File: config.mk
export PLATFORM = sky130hd
export DESIGN_NAME = erss_exec
export DESIGN_NICKNAME = d
export VERILOG_FILES = /design/src/erss_pkg.sv /design/src/erss_alu.sv /design/src/erss_apb.sv /design/src/erss_exec.sv
export SDC_FILE = /design/constraint.sdc
export NUM_CORES = 1
export LEC_CHECK = 0
export BUFFER_PORTS_ARGS = -buffer_cell sky130_fd_sc_hd__buf_2
export CORE_MARGIN = 4
export CORE_UTILIZATION = 49
export DETAILED_ROUTE_END_ITERATION = 8
export HOLD_SLACK_MARGIN = 0.15
export PLACE_DENSITY = 0.83
export SLEW_MARGIN = 25
export SYNTH_ARGS = -nofsm -noshare
export SYNTH_HDL_FRONTEND = slang
export SYNTH_SLANG_ARGS = --single-unit
File: constraint.sdc
create_clock -name clk -period 2.5 [get_ports clk]
set_input_delay 0.25 -clock clk [delete_from_list [all_inputs] [get_ports clk]]
set_output_delay 0.25 -clock clk [all_outputs]
set_load 0.01 [all_outputs]
File: src/erss_pkg.sv
package erss_pkg;

  // Operation codes issued by the sequencer.
  typedef enum logic [2:0] {
    OP_NOP = 3'b000,
    OP_ROTATE_RIGHT_CARRY_MEM = 3'b001,
    OP_ROTATE_RIGHT_CARRY_TO_ACC = 3'b010,
    OP_SUBTRACT_BORROW_TO_ACC = 3'b011,
    OP_SUBTRACT_BORROW_TO_MEM = 3'b100,
    OP_DECREMENT_SKIP_IF_ZERO = 3'b101
  } erss_op_t;

  typedef struct packed {
    logic overflow_flag;
    logic zero_flag;
    logic auxiliary_carry_flag;
    logic carry_flag;
    logic signed_compare_flag;
    logic carry_zero_flag;
  } erss_flags_t;

  typedef struct packed {
    logic acc_we;
    logic mem_we;
    logic flags_we;
    logic skip;
    logic [7:0] acc;
    logic [7:0] mem;
    erss_flags_t flags;
  } erss_res_t;

  typedef struct packed {
    logic [15:0] zero_hi;
    logic [7:0] skip_cnt;
    logic busy;
    logic enabled;
    erss_flags_t flags;
  } erss_status_t;

  localparam int unsigned DATA_W = 8;
  localparam int unsigned MSB = 7;
  localparam int unsigned NIB_W = 4;
  localparam logic [7:0] DEC_STEP = 8'h01;
  localparam logic [7:0] ZERO_BYTE = 8'h00;

  localparam int unsigned APB_AW = 8;
  localparam logic [7:0] OFF_CTRL = 8'h00;
  localparam logic [7:0] OFF_STATUS = 8'h04;
  localparam int unsigned CTRL_EN_BIT = 0;
  localparam logic [31:0] CTRL_RST = 32'h0000_0001;
  localparam logic [31:0] RDATA_ZERO = 32'h0000_0000;

endpackage : erss_pkg

File: src/erss_alu.sv
`timescale 1ns/10ps
module erss_alu (
  input wire erss_pkg::erss_op_t op, // Operation code
  input wire logic [7:0] mem_in, // Data memory operand
  input wire logic [7:0] acc_in, // Accumulator
  input wire erss_pkg::erss_flags_t flags_in, // Current status flags
  output erss_pkg::erss_res_t res // Result and write enables
);
  logic borrow_w;
  logic [8:0] diff_w;
  logic [4:0] nib_w;
  logic [7:0] dec_w;
  logic [7:0] rrc_w;
  logic sub_ov_w;
  logic sub_z_w;
  erss_pkg::erss_flags_t sub_flags_w;
  erss_pkg::erss_flags_t rrc_flags_w;

  assign borrow_w = ~flags_in.carry_flag;
  assign diff_w = {1'b0, acc_in} - {1'b0, mem_in} - {8'h00, borrow_w};
  assign nib_w = {1'b0, acc_in[3:0]} - {1'b0, mem_in[3:0]} - {4'h0, borrow_w};
  assign dec_w = mem_in - erss_pkg::DEC_STEP;
  assign rrc_w = {flags_in.carry_flag, mem_in[erss_pkg::MSB:1]};
  assign sub_ov_w = (acc_in[erss_pkg::MSB] != mem_in[erss_pkg::MSB])
                    && (diff_w[erss_pkg::MSB] != acc_in[erss_pkg::MSB]);
  assign sub_z_w = (diff_w[erss_pkg::MSB:0] == erss_pkg::ZERO_BYTE);

  // A chained borrow keeps the multi-byte zero state in the carry-zero flag.
  always_comb begin
    sub_flags_w.overflow_flag = sub_ov_w;
    sub_flags_w.zero_flag = sub_z_w;
    sub_flags_w.auxiliary_carry_flag = ~nib_w[erss_pkg::NIB_W];
    sub_flags_w.carry_flag = ~diff_w[erss_pkg::DATA_W];
    sub_flags_w.signed_compare_flag = sub_ov_w ^ diff_w[erss_pkg::MSB];
    sub_flags_w.carry_zero_flag = sub_z_w & flags_in.carry_zero_flag;
    rrc_flags_w = flags_in;
    rrc_flags_w.carry_flag = mem_in[0];
  end

  always_comb begin
    res = '0;
    res.flags = flags_in;
    unique case (op)
      erss_pkg::OP_NOP: begin
        res.flags = flags_in;
      end
      erss_pkg::OP_ROTATE_RIGHT_CARRY_MEM: begin
        res.mem_we = 1'b1;
        res.mem = rrc_w;
        res.flags_we = 1'b1;
        res.flags = rrc_flags_w;
      end
      erss_pkg::OP_ROTATE_RIGHT_CARRY_TO_ACC: begin
        res.acc_we = 1'b1;
        res.acc = rrc_w;
        res.flags_we = 1'b1;
        res.flags = rrc_flags_w;
      end
      erss_pkg::OP_SUBTRACT_BORROW_TO_ACC: begin
        res.acc_we = 1'b1;
        res.acc = diff_w[erss_pkg::MSB:0];
        res.flags_we = 1'b1;
        res.flags = sub_flags_w;
      end
      erss_pkg::OP_SUBTRACT_BORROW_TO_MEM: begin
        res.mem_we = 1'b1;
        res.mem = diff_w[erss_pkg::MSB:0];
        res.flags_we = 1'b1;
        res.flags = sub_flags_w;
      end
      erss_pkg::OP_DECREMENT_SKIP_IF_ZERO: begin
        res.mem_we = 1'b1;
        res.mem = dec_w;
        res.skip = (dec_w == erss_pkg::ZERO_BYTE);
      end
      default: begin
        res.flags = flags_in;
      end
    endcase
  end
endmodule : erss_alu

File: src/erss_apb.sv
`timescale 1ns/10ps
module erss_apb (
  input wire logic clk, // Core clock
  input wire logic rstn, // Asynchronous reset, active low
  input wire logic psel, // APB select
  input wire logic penable, // APB enable
  input wire logic pwrite, // APB direction
  input wire logic [7:0] paddr, // APB byte address
  input wire logic [31:0] pwdata, // APB write data
  output logic [31:0] prdata, // APB read data
  output logic pready, // APB ready
  output logic pslverr, // APB error for unmapped address
  input wire erss_pkg::erss_status_t status, // Block state for readback
  output logic enable // Execution enable from control register
);
  logic access_w;
  logic hit_ctrl_w;
  logic hit_status_w;
  logic [31:0] rdata_w;
  logic [31:0] ctrl_w;
  logic pready_q;
  logic pslverr_q;
  logic [31:0] prdata_q;
  logic en_q;

  // One wait state: ready rises in the second access cycle, so all answers come from flops.
  assign access_w = psel && penable && !pready_q;
  assign hit_ctrl_w = (paddr == erss_pkg::OFF_CTRL);
  assign hit_status_w = (paddr == erss_pkg::OFF_STATUS);
  assign ctrl_w = {31'h0000_0000, en_q};
  assign rdata_w = hit_ctrl_w ? ctrl_w : (hit_status_w ? status : erss_pkg::RDATA_ZERO);

  always_ff @(posedge clk or negedge rstn) begin
    if (!rstn) begin
      pready_q <= 1'b0;
      pslverr_q <= 1'b0;
      prdata_q <= erss_pkg::RDATA_ZERO;
    end else begin
      pready_q <= access_w;
      pslverr_q <= access_w && !hit_ctrl_w && !hit_status_w;
      prdata_q <= (access_w && !pwrite) ? rdata_w : erss_pkg::RDATA_ZERO;
    end
  end

  always_ff @(posedge clk or negedge rstn) begin
    if (!rstn) begin
      en_q <= erss_pkg::CTRL_RST[erss_pkg::CTRL_EN_BIT];
    end else if (access_w && pwrite && hit_ctrl_w) begin
      en_q <= pwdata[erss_pkg::CTRL_EN_BIT];
    end
  end

  assign prdata = prdata_q;
  assign pready = pready_q;
  assign pslverr = pslverr_q;
  assign enable = en_q;
endmodule : erss_apb

File: src/erss_exec.sv
// The register offsets and the APB interface to the registers were left to the implementer.
`timescale 1ns/10ps
module erss_exec (
  input wire logic clk, // Core instruction clock
  input wire logic rstn, // Core reset, asynchronous, active low
  input wire logic psel, // APB select
  input wire logic penable, // APB enable
  input wire logic pwrite, // APB direction
  input wire logic [7:0] paddr, // APB byte address
  input wire logic [31:0] pwdata, // APB write data
  output logic [31:0] prdata, // APB read data
  output logic pready, // APB ready
  output logic pslverr, // APB error
  input wire logic ex_req, // Sequencer issues an operation
  input wire erss_pkg::erss_op_t ex_op, // Operation code
  input wire logic [7:0] ex_mem_data, // Data memory operand
  input wire logic [7:0] ex_acc, // Accumulator value
  input wire erss_pkg::erss_flags_t ex_flags, // Current status flags
  output logic ex_done, // Operation finished, one-cycle pulse
  output logic ex_busy, // Dummy cycle pending, requests not taken
  output logic ex_skip, // Pulse with ex_done in the cycle after the dummy cycle: sequencer drops the fetched instruction
  output logic acc_we, // Accumulator write strobe
  output logic [7:0] acc_wdata, // Accumulator write value
  output logic mem_we, // Data memory write strobe
  output logic [7:0] mem_wdata, // Data memory write value
  output logic flags_we, // Status flag write strobe
  output erss_pkg::erss_flags_t flags_wdata // Status flag write value
);
  typedef enum logic [0:0] {
    ST_IDLE = 1'b0,
    ST_SKIP = 1'b1
  } erss_state_t;

  erss_state_t state_q;
  logic en_w;
  logic take_w;
  erss_pkg::erss_res_t alu_w;
  erss_pkg::erss_status_t status_w;
  logic done_q;
  logic busy_q;
  logic skip_q;
  logic acc_we_q;
  logic mem_we_q;
  logic flags_we_q;
  logic [7:0] acc_q;
  logic [7:0] mem_q;
  erss_pkg::erss_flags_t flags_q;
  logic [7:0] skip_cnt_q;

  erss_alu u_alu (
    .op(ex_op),
    .mem_in(ex_mem_data),
    .acc_in(ex_acc),
    .flags_in(ex_flags),
    .res(alu_w)
  );

  assign status_w = '{zero_hi: 16'h0000, skip_cnt: skip_cnt_q, busy: busy_q,
                      enabled: en_w, flags: flags_q};

  erss_apb u_apb (
    .clk(clk),
    .rstn(rstn),
    .psel(psel),
    .penable(penable),
    .pwrite(pwrite),
    .paddr(paddr),
    .pwdata(pwdata),
    .prdata(prdata),
    .pready(pready),
    .pslverr(pslverr),
    .status(status_w),
    .enable(en_w)
  );

  // Requests during the dummy cycle or while disabled are dropped, not queued.
  assign take_w = ex_req && en_w && (state_q == ST_IDLE);

  always_ff @(posedge clk or negedge rstn) begin
    if (!rstn) begin
      state_q <= ST_IDLE;
      done_q <= 1'b0;
      busy_q <= 1'b0;
      skip_q <= 1'b0;
    end else begin
      unique case (state_q)
        ST_IDLE: begin
          skip_q <= 1'b0;
          busy_q <= take_w && alu_w.skip;
          done_q <= take_w && !alu_w.skip;
          state_q <= (take_w && alu_w.skip) ? ST_SKIP : ST_IDLE;
        end
        ST_SKIP: begin
          skip_q <= 1'b1;
          done_q <= 1'b1;
          busy_q <= 1'b0;
          state_q <= ST_IDLE;
        end
      endcase
    end
  end

  always_ff @(posedge clk or negedge rstn) begin
    if (!rstn) begin
      acc_we_q <= 1'b0;
      mem_we_q <= 1'b0;
      flags_we_q <= 1'b0;
    end else begin
      acc_we_q <= take_w && alu_w.acc_we;
      mem_we_q <= take_w && alu_w.mem_we;
      flags_we_q <= take_w && alu_w.flags_we;
    end
  end

  always_ff @(posedge clk or negedge rstn) begin
    if (!rstn) begin
      acc_q <= erss_pkg::ZERO_BYTE;
      mem_q <= erss_pkg::ZERO_BYTE;
      flags_q <= '0;
    end else if (take_w) begin
      acc_q <= alu_w.acc;
      mem_q <= alu_w.mem;
      flags_q <= alu_w.flags;
    end
  end

  always_ff @(posedge clk or negedge rstn) begin
    if (!rstn) begin
      skip_cnt_q <= erss_pkg::ZERO_BYTE;
    end else if (state_q == ST_SKIP) begin
      skip_cnt_q <= skip_cnt_q + erss_pkg::DEC_STEP;
    end
  end

  assign ex_done = done_q;
  assign ex_busy = busy_q;
  assign ex_skip = skip_q;
  assign acc_we = acc_we_q;
  assign acc_wdata = acc_q;
  assign mem_we = mem_we_q;
  assign mem_wdata = mem_q;
  assign flags_we = flags_we_q;
  assign flags_wdata = flags_q;

  logic [8:0] chk_diff_w;
  assign chk_diff_w = {1'b0, ex_acc} - {1'b0, ex_mem_data} - {8'h00, !ex_flags.carry_flag};

  // The true signed difference always fits in nine bits, so an eight-bit signed overflow
  // shows as bits 8 and 7 of this copy differing, and bit 9 is the true sign.
  logic [9:0] chk_sdiff_w;
  assign chk_sdiff_w = {{2{ex_acc[7]}}, ex_acc} - {{2{ex_mem_data[7]}}, ex_mem_data}
                       - {9'h000, !ex_flags.carry_flag};
endmodule : erss_exec

==> metrics.log, run 1 <==
INFO  metric run_status = finished clean
INFO  metric commonest_register_cell_after_synthesis = sky130_fd_sc_hd__dfrtp_1
INFO  metric synth_compound_area_share = between 15 and 20%
INFO  metric postSynthAreaPerCell = approximately 9.5 µm²
INFO  metric tightestPinTransition = 0.541 ns
INFO  metric fin_worst_skew = between 0.01 and 0.015 ns
INFO  metric cts_tree = done
INFO  metric clk_transition_reported_paths = 0.10 ns
INFO  metric crit_path_start = ex_mem_data[0]
INFO  metric grt_setup_unrepaired = false
INFO  metric setup.worst_path.class = primary input to flip-flop
INFO  metric top_level_ports = 133
INFO  metric place_hpwl = roughly 6000 µm
INFO  metric drive_above_1_share = between 20% and 30%
INFO  metric die-area = approximately 0.008 mm²
INFO  metric setup.worst_path.end_class = flip-flop
INFO  metric totalNegativeSetupSlack = 0 ns
INFO  metric drc = 0
INFO  metric place_inst = 515
INFO  metric io_buffers = 85
INFO  metric synth_top_family_by_area = simple AND/OR/NAND/NOR gates
INFO  metric grt_start_max_net_pins = 39
INFO  metric timing.max_cap.violations = 0
INFO  metric startpoint_type = primary input
INFO  metric placement.cell_area = a little under 0.004 mm²
INFO  metric critPathTopFamily = adder cells
INFO  metric cells_after_synthesis = approximately 350
INFO  metric synth_top_cell_area_share = between 40 and 50%
INFO  metric maximum_frequency_from_static_timing_analysis = between 0.4 and 0.5 GHz
INFO  metric ys_warn_count = 0
INFO  metric hold_path.startpoint = penable
INFO  metric grt_first_pass_wirelength = ~12000 µm
INFO  metric layout_worst_path_cycle_share = 94.5%
INFO  metric cts.hold.buffers_added = 2
INFO  metric synth_simple_gate_area_share = between 10% and 20%
INFO  metric synth_sequential_area_ratio = a little over two fifths
INFO  metric synthToLayoutAreaGrowth = 19.9%
INFO  metric crit_path_top_delay_cell = sky130_fd_sc_hd__or4b_4
INFO  metric vias_in_the_first_global_route = between 2000 and 3000
INFO  metric hold_viol = 0
INFO  metric std_cell_rows = 29
INFO  metric post_synth_mux_area_share = under 10%
INFO  metric mostFrequentLayoutCells = 85 x sky130_fd_sc_hd__buf_2, 54 x sky130_fd_sc_hd__dfrtp_1, 27 x sky130_fd_sc_hd__inv_1
INFO  metric worstSkewPairLatency = a little over 0.3 ns
INFO  metric period_needed = roughly 2.4 ns
INFO  metric post_cts_resize_count = 0
INFO  metric routabilityCongestion = ~0.88
INFO  metric cell_type_contributing_the_most_total_cell_area_after_synthesis = sky130_fd_sc_hd__dfrtp_1
INFO  metric async_flop_share = 100%
INFO  metric synth_enable_flop_cells = 0
INFO  metric clock_sinks = between 50 and 60
INFO  metric worst_hold_slack = between 0.15 and 0.2 ns
INFO  metric drt_iter0_markers = 175
INFO  metric finalMaxSlewViolations = 0
INFO  metric global_route.usage.total = a little under a fifth
INFO  metric layout.cells.most_common = sky130_fd_sc_hd__buf_2
INFO  metric synthDistinctLibCells = 58
INFO  metric antenna_cells = 0
INFO  metric synthXorXnorAreaFrac = approximately 5.3%
INFO  metric starting_density_of_the_core = between 50% and 60%
INFO  metric die_boundary_width = between 80 and 90 µm
INFO  metric drt.antenna.violating_nets = 0
INFO  metric yosys-top-cells-area = sky130_fd_sc_hd__dfrtp_1 41%, sky130_fd_sc_hd__ha_1 6.5%, sky130_fd_sc_hd__buf_4 3.9%, sky130_fd_sc_hd__and2_1 3.6%, sky130_fd_sc_hd__xnor2_1 3.2%
INFO  metric h-tree-depth = 2
INFO  metric antenna_found_initial = 0
INFO  metric first_pass_iters = 4
INFO  metric non_filler_cells_in_the_finished_layout = 525
INFO  metric fp.coreArea = around 0.0064 mm²
INFO  metric maximum_buffer_depth_of_the_clock_tree = 2
INFO  metric via_per_inst = 5.40
INFO  metric setup-violations-final = 0
INFO  metric timing.critical_path.required = 2.73 ns
INFO  metric worst-path-buf-inv = 1
INFO  metric arrival = 2.59 ns
INFO  metric global_route.overflow_total = 0
INFO  metric synth-seq-cells = 55
INFO  metric worst_ir_drop_vdd = a little over 0.0003 V
INFO  metric detail_route.wl_per_cell = between 10 and 15 µm
INFO  metric tritoncts.num_buffers = 5
INFO  metric cellLeakagePower = between 2 and 2.5 nW
INFO  metric r2r-start = ex_busy
INFO  metric chipHeight = 90.0 µm
INFO  metric clock-root-buffer = sky130_fd_sc_hd__clkbuf_8
INFO  metric critPathMostFrequentCell = sky130_fd_sc_hd__fa_1
INFO  metric power_per_cell_area = between 400 and 500 mW/mm²
INFO  metric via_count = ~2800
INFO  metric synth-adder-area-share = about 7.7%
INFO  metric crit_chain = buf_2 -> fa_1 -> fa_1 -> a21boi_2 -> o21ai_0 -> a221oi_1 -> or4b_4 -> o31ai_2
INFO  metric timing.slew.headroom = around 64%
INFO  metric critPathMaxFanout = 4
INFO  metric finalWirelength = around 7500 µm
INFO  metric design_area = between 0.003 and 0.004 mm²
INFO  metric worstHoldPathType = primary input to flip-flop
INFO  metric final_net_count = between 500 and 600
INFO  metric syn_area = 0.00329 mm²
INFO  metric crit_path_max_incr_delay = around 0.52 ns
INFO  metric setup_bufs_post_cts = 0
[through the flow]
step           util (%)  setup slack (ns)  power (mW)
2_1_floorplan         -            0.0620        1.28
3_3_place_gp       59.8            -0.152        1.46
3_5_place_dp       59.8            -0.177        1.48
4_1_cts            61.5             0.141        1.94
5_1_grt            61.5            0.0173        2.03
6_report           61.5             0.138        1.92
[layout make-up]
class | instances | area (µm²)
Fill cell | 545 | 2470
Multi-Input combinational cell | 251 | 1690
Sequential cell | 55 | 1380
Timing Repair Buffer | 107 | 596
Inverter | 27 | 101
Tap cell | 77 | 96.3
Clock buffer | 5 | 68.8
Clock inverter | 3 | 15.0
[flip-flops by register name, summed over array words and instances (netlist names)]
| name | cells |
|---|---|
| u_apb.prdata | 16 |
| acc_wdata | 8 |
| mem_wdata | 8 |
| skip_cnt_q | 8 |
| flags_wdata | 6 |
| acc_we | 1 |
| ex_busy | 1 |
| ex_done | 1 |
| ex_skip | 1 |
| flags_we | 1 |
| mem_we | 1 |
| u_apb.enable | 1 |
| u_apb.pready | 1 |
| u_apb.pslverr | 1 |
[power by group]
group | leakage, nW | internal, mW | switching [mW] | total, mW
clock network | 0.0477 | 0.192 | 0.271 | 0.463
logic | 1.31 | 0.226 | 0.291 | 0.517
registers | 0.758 | 0.923 | 0.0214 | 0.944
[path summary, 6_finish.rpt]
path | cells after the start | slack (ns) | end
min reg2reg | 1 | 0.45 | u_apb.pslverr
max reg2reg | 5 | 0.59 | flags_wdata[0]
min | 3 | 0.20 | u_apb.pslverr
max | 8 | 0.14 | flags_wdata[0]
max in group asynchronous | 3 | 1.27 | u_apb.enable
min in group asynchronous | 2 | 0.39 | flags_wdata[5]
[synthesized netlist by cell type (7+ instances only)]
library cell and count:
sky130_fd_sc_hd__dfrtp_1 54, sky130_fd_sc_hd__ha_1 17, sky130_fd_sc_hd__nand2_1 23, sky130_fd_sc_hd__and2_1 19, sky130_fd_sc_hd__clkbuf_1 7, sky130_fd_sc_hd__inv_1 27
sky130_fd_sc_hd__o21ai_0 20, sky130_fd_sc_hd__nor3_1 10, sky130_fd_sc_hd__xnor2_1 12, sky130_fd_sc_hd__xor2_1 8, sky130_fd_sc_hd__nor2_1 25, sky130_fd_sc_hd__buf_4 17
sky130_fd_sc_hd__a21oi_1 18
[logic make-up (layout without fill, tap and decap cells)]
family | after synthesis | after routing
and+or+nand+nor | 113 | 113
AOI/OAI and AO/OA | 78 | 78
DFF | 55 | 55
buffers and inverters | 54 | 142
xor gates and xnor gates | 20 | 20
adders and majority gates | 19 | 19
muxes | 5 | 5
other | 1 | 16
[worst reg2reg max path: stages (launching register included)]
cell and delay [ns]:
sky130_fd_sc_hd__dfrtp_1 0.51, sky130_fd_sc_hd__and3b_1 0.31, sky130_fd_sc_hd__o21ai_2 0.11, sky130_fd_sc_hd__a221oi_1 0.22, sky130_fd_sc_hd__or4b_4 0.52, sky130_fd_sc_hd__o31ai_2 0.18
[metal layers]
| metal | global-route usage, % | wire length, µm | up-vias |
|---|---|---|---|
| li1 | - | - | 1370 |
| met1 | 23.0 | 3140 | 1335 |
| met2 | 32.1 | 3710 | 117 |
| met3 | 4.09 | 550 | 12 |
| met4 | 4.08 | 101 | 0 |
| met5 | 0 | 0 | - |
(Power assumes the default switching activity.)
==> inputs of run 2 (changes only) <==
--- a/config.mk
+++ b/config.mk
@@ -11,6 +11,7 @@
 export DETAILED_ROUTE_END_ITERATION = 8
 export HOLD_SLACK_MARGIN = 0.15
 export PLACE_DENSITY = 0.83
+export REMOVE_ABC_BUFFERS = 1
 export SLEW_MARGIN = 25
 export SYNTH_ARGS = -nofsm -noshare
 export SYNTH_HDL_FRONTEND = slang
==> run 2 against run 1 <==
Via count shrank 1.3%. Sequential share of layout area shrank 0.53 points. Power grew 7.9%. Critical endpoint unchanged. Sequential power is essentially flat. Core utilization grew 0.95 points. Largest power group unchanged. Clock skew is essentially flat. Die area is the same.
==> metrics.log, run 2 (synthesis gave the netlist of run 1 again) <==
INFO  metric drt.antenna.violating_nets = 0
INFO  metric ff2ff_setup_slack = approximately 0.6 ns
INFO  metric grt_start_max_net_pins = 56
INFO  metric power.net_switching = 596 µW
INFO  metric period_needed = approximately 2.4 ns
INFO  metric clock-root-buffer = sky130_fd_sc_hd__clkbuf_8
INFO  metric starting_density_of_the_core = between 50% and 60%
INFO  metric top_level_ports = ~130
INFO  metric global_route.overflow_total = 0
INFO  metric place_hpwl = 5790 µm
INFO  metric finalMaxSlewViolations = 0
INFO  metric placement.cell_area = slightly below 0.004 mm²
INFO  metric maximum_buffer_depth_of_the_clock_tree = 2
INFO  metric grt_setup_unrepaired = false
INFO  metric setup-violations-final = 0
INFO  metric worstHoldPathType = primary input to flip-flop
INFO  metric routabilityCongestion = 0.860
INFO  metric internal-power = between 1 and 1.5 mW
INFO  metric critPathMaxFanout = 3
INFO  metric worstSkewPairLatency = roughly 0.30 ns
INFO  metric global_route.usage.total = between 10% and 20%
INFO  metric cts.hold.buffers_added = 2
INFO  metric timing.max_cap.violations = 0
INFO  metric maximum_frequency_from_static_timing_analysis = between 0.4 and 0.5 GHz
INFO  metric met3_usage = under 10%
INFO  metric clk_transition_reported_paths = approximately 0.1 ns
INFO  metric antenna_cells = 0
INFO  metric power.switching_fraction = about 29%
INFO  metric setup.worst_path.end_class = flip-flop
INFO  metric setup_bufs_post_cts = 0
INFO  metric fp.coreArea = roughly 0.0064 mm²
INFO  metric power_frac_comb = between 20% and 30%
INFO  metric timing.critical_path.required = 2.73 ns
INFO  metric run_status = finished clean
INFO  metric drc = 0
INFO  metric chipHeight = 90.0 µm
INFO  metric mostFrequentLayoutCells = 85 x sky130_fd_sc_hd__buf_2, 54 x sky130_fd_sc_hd__dfrtp_1, 27 x sky130_fd_sc_hd__inv_1
INFO  metric vias_in_the_first_global_route = roughly 2800
INFO  metric fin_worst_skew = 0.0121 ns
INFO  metric worst_ir_drop_vdd = 0.000226 V
INFO  metric timing.slew.headroom = around two thirds
INFO  metric via_per_inst = 5.31
INFO  metric h-tree-depth = 2
INFO  metric cellLeakagePower = around 2.1 nW
INFO  metric final_net_count = ~540
INFO  metric detail_route.wl_per_cell = 14.1 µm
INFO  metric hold_viol = 0
INFO  metric clkPwrFrac = between 20% and 30%
INFO  metric drt_iter0_markers = between 90 and 100
INFO  metric layout.cells.most_common = sky130_fd_sc_hd__buf_2
INFO  metric grt_first_pass_wirelength = 12600 µm
INFO  metric finalWirelength = about 7400 µm
INFO  metric cts_tree = done
INFO  metric use_met1 = 22.7%
INFO  metric arrival = 2.59 ns
INFO  metric largest_register_ff_count = 16
INFO  metric die_boundary_width = between 80 and 90 µm
INFO  metric worst_hold_slack = approximately 0.17 ns
INFO  metric design_area = 0.00401 mm²
INFO  metric io_buffers = 85
INFO  metric die-area = between 0.008 and 0.009 mm²
INFO  metric std_cell_rows = 29
INFO  metric tightestPinTransition = approximately 0.52 ns
INFO  metric clock_sinks = 55
INFO  metric setup.worst_path.class = primary input to flip-flop
INFO  metric via_count = about 2800
INFO  metric grt-busiest-layer = met2
INFO  metric power_per_cell_area = a little over 500 mW/mm²
INFO  metric first_pass_iters = 4
INFO  metric antenna_found_initial = 0
INFO  metric synthToLayoutAreaGrowth = 21.7%
INFO  metric tritoncts.num_buffers = 5
INFO  metric layout_worst_path_cycle_share = a little over nine tenths
INFO  metric drive_above_1_share = between 20 and 30%
INFO  metric post_cts_resize_count = 0
INFO  metric startpoint_type = primary input
INFO  metric p_seq_share = a little under half
INFO  metric globalRouteMet2Util = approximately 33%
==> run 2: cell types whose count changed in the layout (fill, tap and decap cells not counted) <==
cell	previous run	this run
sky130_fd_sc_hd__buf_4	20	21
sky130_fd_sc_hd__clkinv_2	3	1
sky130_fd_sc_hd__buf_12	0	1
sky130_fd_sc_hd__clkbuf_8	5	6
sky130_fd_sc_hd__bufinv_16	0	1
==> run 2: path summary, 6_finish.rpt <==
path                                 from                to  depth (start not counted)
min in group asynchronous            rstn  u_apb.prdata[11]                          3
max reg2reg                       ex_busy    flags_wdata[0]                          5
max                        ex_mem_data[0]    flags_wdata[0]                          9
min                             pwdata[0]      u_apb.enable                          2
max in group asynchronous            rstn      u_apb.enable                          3
min reg2reg                  u_apb.pready     u_apb.pslverr                          1
==> run 2: metal layers <==
metal	vias up	wire, µm
li1	1371	-
met1	1293	3210
met2	114	3560
met3	19	521
met4	0	124
met5	-	0
==> run 2: cell type report <==
| cell class | instances | area (µm²) |
|---|---|---|
| clock buffers | 6 | 82.6 |
| clock inverters | 2 | 35.0 |
| fillers | 537 | 2410 |
| inverters | 27 | 101 |
| multi-input cells | 251 | 1690 |
| flip-flops and latches | 55 | 1380 |
| well taps | 77 | 96.3 |
| repair buffers | 109 | 623 |
==> run 2: worst max-delay path: stages <==
cell and delay, ns:
sky130_fd_sc_hd__buf_2 0.12, sky130_fd_sc_hd__fa_1 0.47, sky130_fd_sc_hd__inv_1 0.08, sky130_fd_sc_hd__ha_1 0.24, sky130_fd_sc_hd__and2_1 0.17, sky130_fd_sc_hd__or3_1 0.32, sky130_fd_sc_hd__a221oi_1 0.25, sky130_fd_sc_hd__or4b_4 0.51
sky130_fd_sc_hd__o31ai_2 0.18
==> run 2: power by group through the flow <==
stage / clock (mW) / combinational [mW] / sequential (mW)
after CTS: 0.614 / 0.526 / 0.945
after global routing: 0.650 / 0.587 / 0.949
final: 0.608 / 0.524 / 0.945
after detailed placement: 0 / 0.521 / 0.962
after global placement: 0 / 0.503 / 0.961
after floorplan: 0 / 0.275 / 0.976
==> run 2: per-stage QoR <==
step	setup TNS [ns]	std cells	setup slack (ns)	utilization, %	power [mW]
after floorplan	0	333	0.0620	-	1.25
after global placement	-0.254	517	-0.159	60.3	1.46
after detailed placement	-0.325	517	-0.193	60.3	1.48
after CTS	0	527	0.137	62.4	2.08
after global routing	0	527	0.0365	62.4	2.19
final	0	527	0.143	62.4	2.08
